--- config.mk ---
export PLATFORM = sky130hd
export DESIGN_NAME = eipl_top
export DESIGN_NICKNAME = d
export VERILOG_FILES = /design/src/hw/eipl_pkg.sv /design/src/hw/eipl_sync.sv /design/src/hw/eipl_fall_det.sv /design/src/hw/eipl_top.sv
export SDC_FILE = /design/constraint.sdc
export NUM_CORES = 1
export LEC_CHECK = 0
export BUFFER_PORTS_ARGS = -buffer_cell sky130_fd_sc_hd__buf_2
export CAP_MARGIN = 20
export CORE_MARGIN = 2
export CORE_UTILIZATION = 42
export DETAILED_ROUTE_END_ITERATION = 8
export MAX_ROUTING_LAYER = met4
export PLACE_DENSITY = 0.82
export SLEW_MARGIN = 30
export SYNTH_ARGS = -nofsm -noshare
export SYNTH_HDL_FRONTEND = slang
export SYNTH_SLANG_ARGS = --single-unit
--- constraint.sdc ---
create_clock -name I_CLK_SYS -period 2.3 [get_ports I_CLK_SYS]
set_input_delay 0.115 -clock I_CLK_SYS [delete_from_list [all_inputs] [get_ports I_CLK_SYS]]
set_output_delay 0.115 -clock I_CLK_SYS [all_outputs]
set_load 0.1 [all_outputs]
--- src/hw/eipl_pkg.sv ---
// Constants shared by the external interrupt pin latch design files.
// Assumes an 8-bit register port with a 2-bit word address.
package eipl_pkg;

   localparam int DATA_W = 8;
   localparam int ADDR_W = 2;
   localparam int VEC_W = 16;

   // Register word offsets.
   localparam logic [ADDR_W-1:0] IRQ_STATUS_CONTROL_OFS = 2'h0;
   localparam logic [ADDR_W-1:0] CONFIG_REG_TWO_OFS = 2'h1;

   // Field positions of irq_status_control.
   localparam int MODE_POS = 0;
   localparam int IRQ_MASK_POS = 1;
   localparam int ACK_POS = 2;
   localparam int PENDING_POS = 3;

   // Field position of config_reg_two.
   localparam int FUNC_EN_POS = 0;

   // Reset values.
   localparam logic MODE_RST = 1'b0;
   localparam logic IRQ_MASK_RST = 1'b0;
   localparam logic FUNC_EN_RST = 1'b0;
   localparam logic PIN_IDLE_RST = 1'b1;
   localparam logic [DATA_W-1:0] RDATA_RST = 8'h00;

   // Vector address of this interrupt; the value is arbitrary.
   localparam logic [VEC_W-1:0] IRQ_VEC_ADDR = 16'h0ff0;
   localparam logic [VEC_W-1:0] VEC_NONE = 16'h0000;

endpackage

--- src/hw/eipl_sync.sv ---
// Two-flop synchroniser for one asynchronous level.
// Assumes the input may change at any time with respect to the clock.
`timescale 1ns/1ps
module eipl_sync import eipl_pkg::*;
(
   input wire logic i_clk,
   input wire logic i_nrst,
   input wire logic i_async,
   output logic o_sync
);

   logic stage1;

   // The first stage feeds only the second, so a metastable value never fans out.
   always_ff @(posedge i_clk or negedge i_nrst)
   begin
      if (!i_nrst)
      begin
         stage1 <= PIN_IDLE_RST;
         o_sync <= PIN_IDLE_RST;
      end
      else
      begin
         stage1 <= i_async;
         o_sync <= stage1;
      end
   end

endmodule // eipl_sync

--- src/hw/eipl_fall_det.sv ---
// Falling edge detector on an already synchronised active-low level.
// Assumes the input is on the same clock; output is a one-cycle pulse.
`timescale 1ns/1ps
module eipl_fall_det import eipl_pkg::*;
(
   input wire logic i_clk,
   input wire logic i_nrst,
   input wire logic i_level,
   output logic o_fall
);

   logic prev;

   // Reset to the idle high level so an idle pin makes no edge after reset.
   // A pin held low through reset does show one edge; the enable gate blocks it.
   always_ff @(posedge i_clk or negedge i_nrst)
   begin
      if (!i_nrst)
         prev <= PIN_IDLE_RST;
      else
         prev <= i_level;
   end

   assign o_fall = prev & ~i_level;

endmodule // eipl_fall_det

--- src/hw/eipl_top.sv ---
// External interrupt pin latch: pin sync, edge and level detect, request latch,
// mask gating and the status/control registers.
// Assumes the CPU drives vector fetch and global mask on the same clock.
`timescale 1ns/1ps

//Contract
// - Interrupt function works only when enabled
// - Latch holds until acknowledge, disable or reset
// - Vector fetch acknowledge clears the latch
// - Writing one to acknowledge clears latch
// - Edge-only after reset; mode selects level
// - Reset clears latch and mode bit
// - Falling pin edge sets the latch
// - Module mask withholds request from CPU
// - Global CPU mask also blocks request
// - Level mode clears on acknowledge and high
// - Level mode pending while pin low
// - Acknowledge and pin high in any order
// - Edge after acknowledge sets latch again
// - Presented request supplies vector address
// - Edge mode acknowledge clears at once
// - Pending flag readable regardless of mask
// - Pin level visible for branch instructions
// - Acknowledge bit is write-only, reads zero
// - Module mask bit is read/write
module eipl_top import eipl_pkg::*;
(
   input wire logic I_CLK_SYS,
   input wire logic I_NRST,
   input wire logic I_IRQ_N,
   input wire logic [ADDR_W-1:0] I_ADDR,
   input wire logic [DATA_W-1:0] I_WDATA,
   input wire logic I_WR,
   input wire logic I_RD,
   input wire logic I_VEC_FETCH,
   input wire logic I_CCR_IRQ_MASK_BIT,
   output logic [DATA_W-1:0] O_RDATA,
   output logic O_IRQ_REQ,
   output logic [VEC_W-1:0] O_VEC_ADDR,
   output logic O_PIN_LEVEL,
   output logic O_PORT_PIN,
   output logic O_PULLUP_EN
);

   logic pin_sync;
   logic pin_fall;
   logic pin_low;
   logic ext_irq_function_enable;
   logic irq_mask_bit;
   logic mode;
   logic irq_latch;
   logic irq_pending_flag;
   logic wr_scr;
   logic wr_cfg;
   logic sw_ack;
   logic any_ack;
   logic edge_set;
   logic level_hold;
   logic req_pend;
   logic presented;
   logic [DATA_W-1:0] next_rdata;

   eipl_sync u_sync
   (
      .i_clk(I_CLK_SYS),
      .i_nrst(I_NRST),
      .i_async(I_IRQ_N),
      .o_sync(pin_sync)
   );

   eipl_fall_det u_fall
   (
      .i_clk(I_CLK_SYS),
      .i_nrst(I_NRST),
      .i_level(pin_sync),
      .o_fall(pin_fall)
   );

   assign pin_low = ~pin_sync;

   // Register port decode.
   assign wr_scr = I_WR && (I_ADDR == IRQ_STATUS_CONTROL_OFS);
   assign wr_cfg = I_WR && (I_ADDR == CONFIG_REG_TWO_OFS);

   assign sw_ack = wr_scr && I_WDATA[ACK_POS];
   assign any_ack = I_VEC_FETCH || sw_ack;

   assign edge_set = ext_irq_function_enable && pin_fall;
   assign level_hold = ext_irq_function_enable && mode && pin_low;

   // The level term sits beside the latch, so in level mode an acknowledge
   // while the pin is low leaves the request up until the pin returns high.
   assign req_pend = irq_latch || level_hold;
   assign presented = req_pend && !irq_mask_bit && !I_CCR_IRQ_MASK_BIT;

   // Configuration enable for the pin's interrupt function.
   always_ff @(posedge I_CLK_SYS or negedge I_NRST)
   begin
      if (!I_NRST)
         ext_irq_function_enable <= FUNC_EN_RST;
      else if (wr_cfg)
         ext_irq_function_enable <= I_WDATA[FUNC_EN_POS];
   end

   // Mode and module mask bits.
   always_ff @(posedge I_CLK_SYS or negedge I_NRST)
   begin
      if (!I_NRST)
      begin
         mode <= MODE_RST;
         irq_mask_bit <= IRQ_MASK_RST;
      end
      else if (wr_scr)
      begin
         mode <= I_WDATA[MODE_POS];
         irq_mask_bit <= I_WDATA[IRQ_MASK_POS];
      end
   end

   // Request latch. A new edge in the same cycle as an acknowledge wins,
   // so an event arriving during the clear is never lost.
   always_ff @(posedge I_CLK_SYS or negedge I_NRST)
   begin
      if (!I_NRST)
         irq_latch <= 1'b0;
      else if (edge_set)
         irq_latch <= 1'b1;
      else if (!ext_irq_function_enable)
         irq_latch <= 1'b0;
      else if (any_ack)
         irq_latch <= 1'b0;
   end

   // Pending flag ignores both masks so polling software sees it.
   always_ff @(posedge I_CLK_SYS or negedge I_NRST)
   begin
      if (!I_NRST)
         irq_pending_flag <= 1'b0;
      else
         irq_pending_flag <= req_pend;
   end

   // Request toward the priority logic and the vector it selects.
   always_ff @(posedge I_CLK_SYS or negedge I_NRST)
   begin
      if (!I_NRST)
      begin
         O_IRQ_REQ <= 1'b0;
         O_VEC_ADDR <= VEC_NONE;
      end
      else
      begin
         O_IRQ_REQ <= presented;
         O_VEC_ADDR <= presented ? IRQ_VEC_ADDR : VEC_NONE;
      end
   end

   // Pin level views and the shared-function path. The pullup follows the
   // enable since the pin is then an interrupt input.
   always_ff @(posedge I_CLK_SYS or negedge I_NRST)
   begin
      if (!I_NRST)
      begin
         O_PIN_LEVEL <= PIN_IDLE_RST;
         O_PORT_PIN <= PIN_IDLE_RST;
         O_PULLUP_EN <= FUNC_EN_RST;
      end
      else
      begin
         O_PIN_LEVEL <= pin_sync;
         O_PORT_PIN <= ext_irq_function_enable ? PIN_IDLE_RST : pin_sync;
         O_PULLUP_EN <= ext_irq_function_enable;
      end
   end

   // Read data stand for exactly the cycle after the read strobe.
   always_comb
   begin
      next_rdata = RDATA_RST;
      if (I_RD)
      begin
         case (I_ADDR)
            IRQ_STATUS_CONTROL_OFS:
            begin
               next_rdata[MODE_POS] = mode;
               next_rdata[IRQ_MASK_POS] = irq_mask_bit;
               next_rdata[ACK_POS] = 1'b0;
               next_rdata[PENDING_POS] = irq_pending_flag;
            end
            CONFIG_REG_TWO_OFS:
               next_rdata[FUNC_EN_POS] = ext_irq_function_enable;
            default:
               next_rdata = RDATA_RST;
         endcase
      end
   end

   always_ff @(posedge I_CLK_SYS or negedge I_NRST)
   begin
      if (!I_NRST)
         O_RDATA <= RDATA_RST;
      else
         O_RDATA <= next_rdata;
   end
endmodule // eipl_top

# Yosys cells after proc, flatten, opt, wreduce, memory -nomap -nowiden
# Cells that the tools add are included.
# Widths: inputs -> output; s select.
[word_totals]
register_bits = 31
in_bits = 17
elab_cells = 38
[op_classes]
eq_ne = 2
mux = 8
bitwise_logic = 2
reduce_logical = 13
[op_table]
columns = ["cell", "n"]
rows = [
  ["$mux 12", 1],
  ["$logic_and 1x1->1", 8],
  ["$mux 1", 4],
  ["$mux 4", 1],
  ["$mux 3", 1],
  ["$ne 3x1->1 const B", 1],
  ["$eq 2x1->1 const B", 1],
  ["$logic_not 1->1", 2],
  ["$logic_not 2->1", 1],
  ["$logic_or 1x1->1", 2],
  ["$pmux 1 s2", 1],
  ["$and 1x1->1", 1],
  ["$not 1->1", 1],
]

# Depth between registers and ports, before layout
[logic_depth]
word_depth = 7
depth_mapped = 3
ltp_nobuf = 3

# By module
# From an unflattened synthesis, not the netlist that was laid out.
[hier_totals]
cells_unflattened = 58
area_unflattened_um2 = 715.7
[by_module_without_submodules]
columns = ["mod", "n_inst", "cells_per_inst", "area_per_inst_um2", "seq_area_each_um2"]
rows = [
  ["eipl_top", 1, 54, 623.1, 302.8],
  ["eipl_sync", 1, 2, 52.6, 52.6],
  ["eipl_fall_det", 1, 2, 40.0, 26.3],
]

# Worst setup path before layout
# OpenSTA, ideal clock, no wires.
[synth_timing]
kind = "register to output"
startpoint = "register O_VEC_ADDR[10]"
endpoint = "output O_VEC_ADDR[10]"
arrival_ns = 1.440
required_ns = 2.185
path_slack_ns = 0.745
stages_incl_launch_ff = 2
path_buffers = 1
path_cell_list = "dfrtp_1 > buf_4"
[synth_rtl]
columns = ["element", "line", "text"]
rows = [
  ["start: declaration", "eipl_top.sv:39", "output logic [VEC_W-1:0] O_VEC_ADDR,"],
  ["start signal: assignment", "eipl_top.sv:154", "O_VEC_ADDR <= presented ? IRQ_VEC_ADDR : VEC_NONE;"],
]
# No word-level cell between the ends.

==> flow_metrics.py <==
metrics = {
    "worst_setup_path": {
        "slowest_stage": "dfstp_2",
        "critical_path.n_buffers_inverters": 1,
        "worstSetupStartpointType": "flip-flop",
        "reg2reg_depth": 3,
        "cp-end-kind": "output pin",
        "critical_path_arrival_ps": 1210,
        "crit_family": "flip-flops",
        "max_stage_delay_ps": 530,
        "crit_chain": "buf_2",
        "cp.depth": 1,
        "cp.required_ps": 2180,
        "path_class": "reg -> out",
        "critPathMaxFanout": 2,
    },
    "detailed_routing": {
        "viasPerCell": 4.23,
        "vias": 398,
        "drt-wirelength-per-cell_um": 9.20,
        "drc": 0,
        "dr.pass1.iters": 1,
        "drtAntennaViolNets": 0,
        "drt-initial-drc-count": 0,
        "wirelength_um": 865,
    },
    "pwr": {
        "sw_frac_of_total": 0.485,
        "p_leak_nw": 0.413,
        "comb_power_share": 0.420,
        "vdd_drop_max_mv": 0.456,
        "p_per_area_nw_per_um2": 999,
        "pwr-share-clk": 0.185,
        "fin_total_pwr_w": 0.000741,
        "p_int_w": 0.000382,
        "p_seq_frac": 0.395,
        "power.switching_w": 0.000359,
    },
    "clock_tree": {
        "cts_root_buffer": "clkbuf_4",
        "cts_setup_buffers": 0,
        "cts_num_sinks": 14,
        "cts_buffers": 3,
        "clkTransAtPathRegs_ps": 70,
        "cts_hold_buf": 2,
        "cts.htree.levels": 1,
        "clk_path_buf_depth": 2,
        "insertion_delay_ps": 270,
        "cts_resized": 0,
        "cts_tree": "built",
    },
    "synth": {
        "synth-simple-area-share": 0.127,
        "synth-xor-area-share": 0,
        "synth_compound_area_frac": 0.0152,
        "ys_types": 18,
        "syn-instance-count": 55,
        "synth.area.mux_share": 0.0665,
        "yosys_warnings": 0,
        "synth_top_family_by_area": "buffers and inverters",
        "ys_seq_elements": 14,
        "synth_area_per_cell_um2": 12.0,
        "synth_seq_area_share": 0.540,
        "syn-cell-area_um2": 658,
        "yosys.area_share.adder": 0,
    },
    "floorplanning": {
        "rows": 14,
        "core_um2": 1490,
        "initial_core_util": 0.442,
        "dieArea_um2": 1900,
        "ios": 45,
        "fp.dieH_um": 43.6,
        "die_w_um": 43.6,
    },
    "finish": {
        "stdcell_count": 94,
        "drive_gt1_frac": 0.462,
        "final_util": 0.498,
        "fin_nets": 96,
        "syn2layout_area_growth_pct": 12.7,
        "diodes": 0,
    },
    "global_routing": {
        "grt_use_total": 0.104,
        "grt_pass1_vias": 315,
        "grt_pass1_wl_um": 1420,
        "antenna_found_initial": 0,
        "gr-total-overflow": 0,
        "grt_start_max_net_pins": 15,
    },
    "timing": {
        "fin_crit_ps": 1330,
        "fmax_mhz": 752,
        "fin_ws_ps": 970,
        "final.period_utilization": 0.578,
        "setup_viol": 0,
        "finalHoldViolations": 0,
        "fin_skew_ps": 6.38,
        "rsz0062_at_grt": "false",
        "tns_ps": 0,
        "slew_violations": 0,
    },
    "placed_design": {
        "dp_hpwl_um": 713,
        "port_buffers": 26,
        "pre_cts_ws_ps": 1260,
        "placed_cells_incl_taps": 88,
        "gp_congestion": 0.756,
    },
    "hold_path": {
        "hp-class": "in -> reg",
        "hold_depth": 2,
    },
    "run": {
        "drv_cap": 0,
    },
    "status": {
        "status": "complete, no violations",
    },
}
-- final timing paths --
check,slack [ps],startpoint,end
max,970,u_fall.prev,O_PIN_LEVEL
max in group asynchronous,1750,I_NRST,O_PORT_PIN
min,5,I_CCR_IRQ_MASK_BIT,O_VEC_ADDR[10]
min in group asynchronous,260,I_NRST,irq_mask_bit
max reg2reg,1270,u_sync.o_sync,irq_latch
min reg2reg,360,u_sync.stage1,u_sync.o_sync
-- state kept, by name, summed over array words and instances, names as in the netlist --
| signal | cells |
|---|---|
| u_fall.prev | 1 |
| O_VEC_ADDR | 1 |
| O_PORT_PIN | 1 |
| O_RDATA | 3 |
| ext_irq_function_enable | 1 |
| O_PULLUP_EN | 1 |
| irq_pending_flag | 1 |
| mode | 1 |
| irq_latch | 1 |
| u_sync.o_sync | 1 |
| irq_mask_bit | 1 |
| u_sync.stage1 | 1 |
-- layout make-up --
cell class | instances | area, um^2
Timing Repair Buffer | 28 | 150
Tap cell | 16 | 20.0
Fill cell | 137 | 747
Clock buffer | 4 | 26.3
Multi-Input combinational cell | 31 | 186
Sequential cell | 14 | 355
Inverter | 1 | 3.75
-- power by group through the flow --
stage | registers, W | clock network (W) | logic [W]
6_report | 0.000292 | 0.000137 | 0.000312
5_1_grt | 0.000295 | 0.000156 | 0.000322
4_1_cts | 0.000293 | 0.000145 | 0.000313
3_5_place_dp | 0.000298 | 0 | 0.000310
3_3_place_gp | 0.000296 | 0 | 0.000309
2_1_floorplan | 0.000371 | 0 | 0.000226
-- cells by family after synthesis --
| kind of cell | count (synthesis) |
|---|---|
| muxes | 4 |
| DFF | 14 |
| and+or+nand+nor | 12 |
| other | 1 |
| AOI/OAI and AO/OA | 2 |
| buffers and inverters | 22 |
-- stage by stage --
step	instance area [um^2]	hold slack, ps
5_1_grt	742	10.7
2_1_floorplan	703	-181
6_report	742	5.37
4_1_cts	742	0.644
3_5_place_dp	696	18.4
3_3_place_gp	696	10.3
-- layout by cell type (no fill, tap or decap), drive strengths merged --
cell type / n
conb: 13
nor3b: 3
o21ai: 2
and3: 3
mux2: 3
nand2: 1
mux2i: 1
dlygate4sd3: 2
nand3b: 1
or2: 1
dfstp: 4
nand3: 1
buf: 26
inv: 1
nor2: 1
dfrtp: 10
nand2b: 1
clkbuf: 4
-- cell usage after synthesis --
master,n,area share
dfrtp_1,10,0.38
inv_1,1,0.0057
nor2_1,1,0.0057
or2_2,1,0.0095
o21ai_1,1,0.0076
nand3_1,1,0.0076
mux2_1,3,0.051
o21ai_0,1,0.0076
and3_1,3,0.029
mux2i_1,1,0.015
nor3b_1,1,0.011
nand3b_1,1,0.011
nand2_1,1,0.0057
dfstp_2,4,0.16
buf_4,21,0.24
nand2b_1,1,0.0095
nor3b_2,2,0.038
conb_1,1,0.0057
-- layer usage --
| metal | vias up | routed length, um | track usage |
|---|---|---|---|
| met3 | 0 | 127 | 0.0292 |
| met1 | 178 | 367 | 0.129 |
| met2 | 32 | 370 | 0.162 |
| met4 | 0 | 0 | 0.0364 |
| met5 | - | 0 | - |
| li1 | 188 | - | - |
Power figures use the tool's default switching activity.
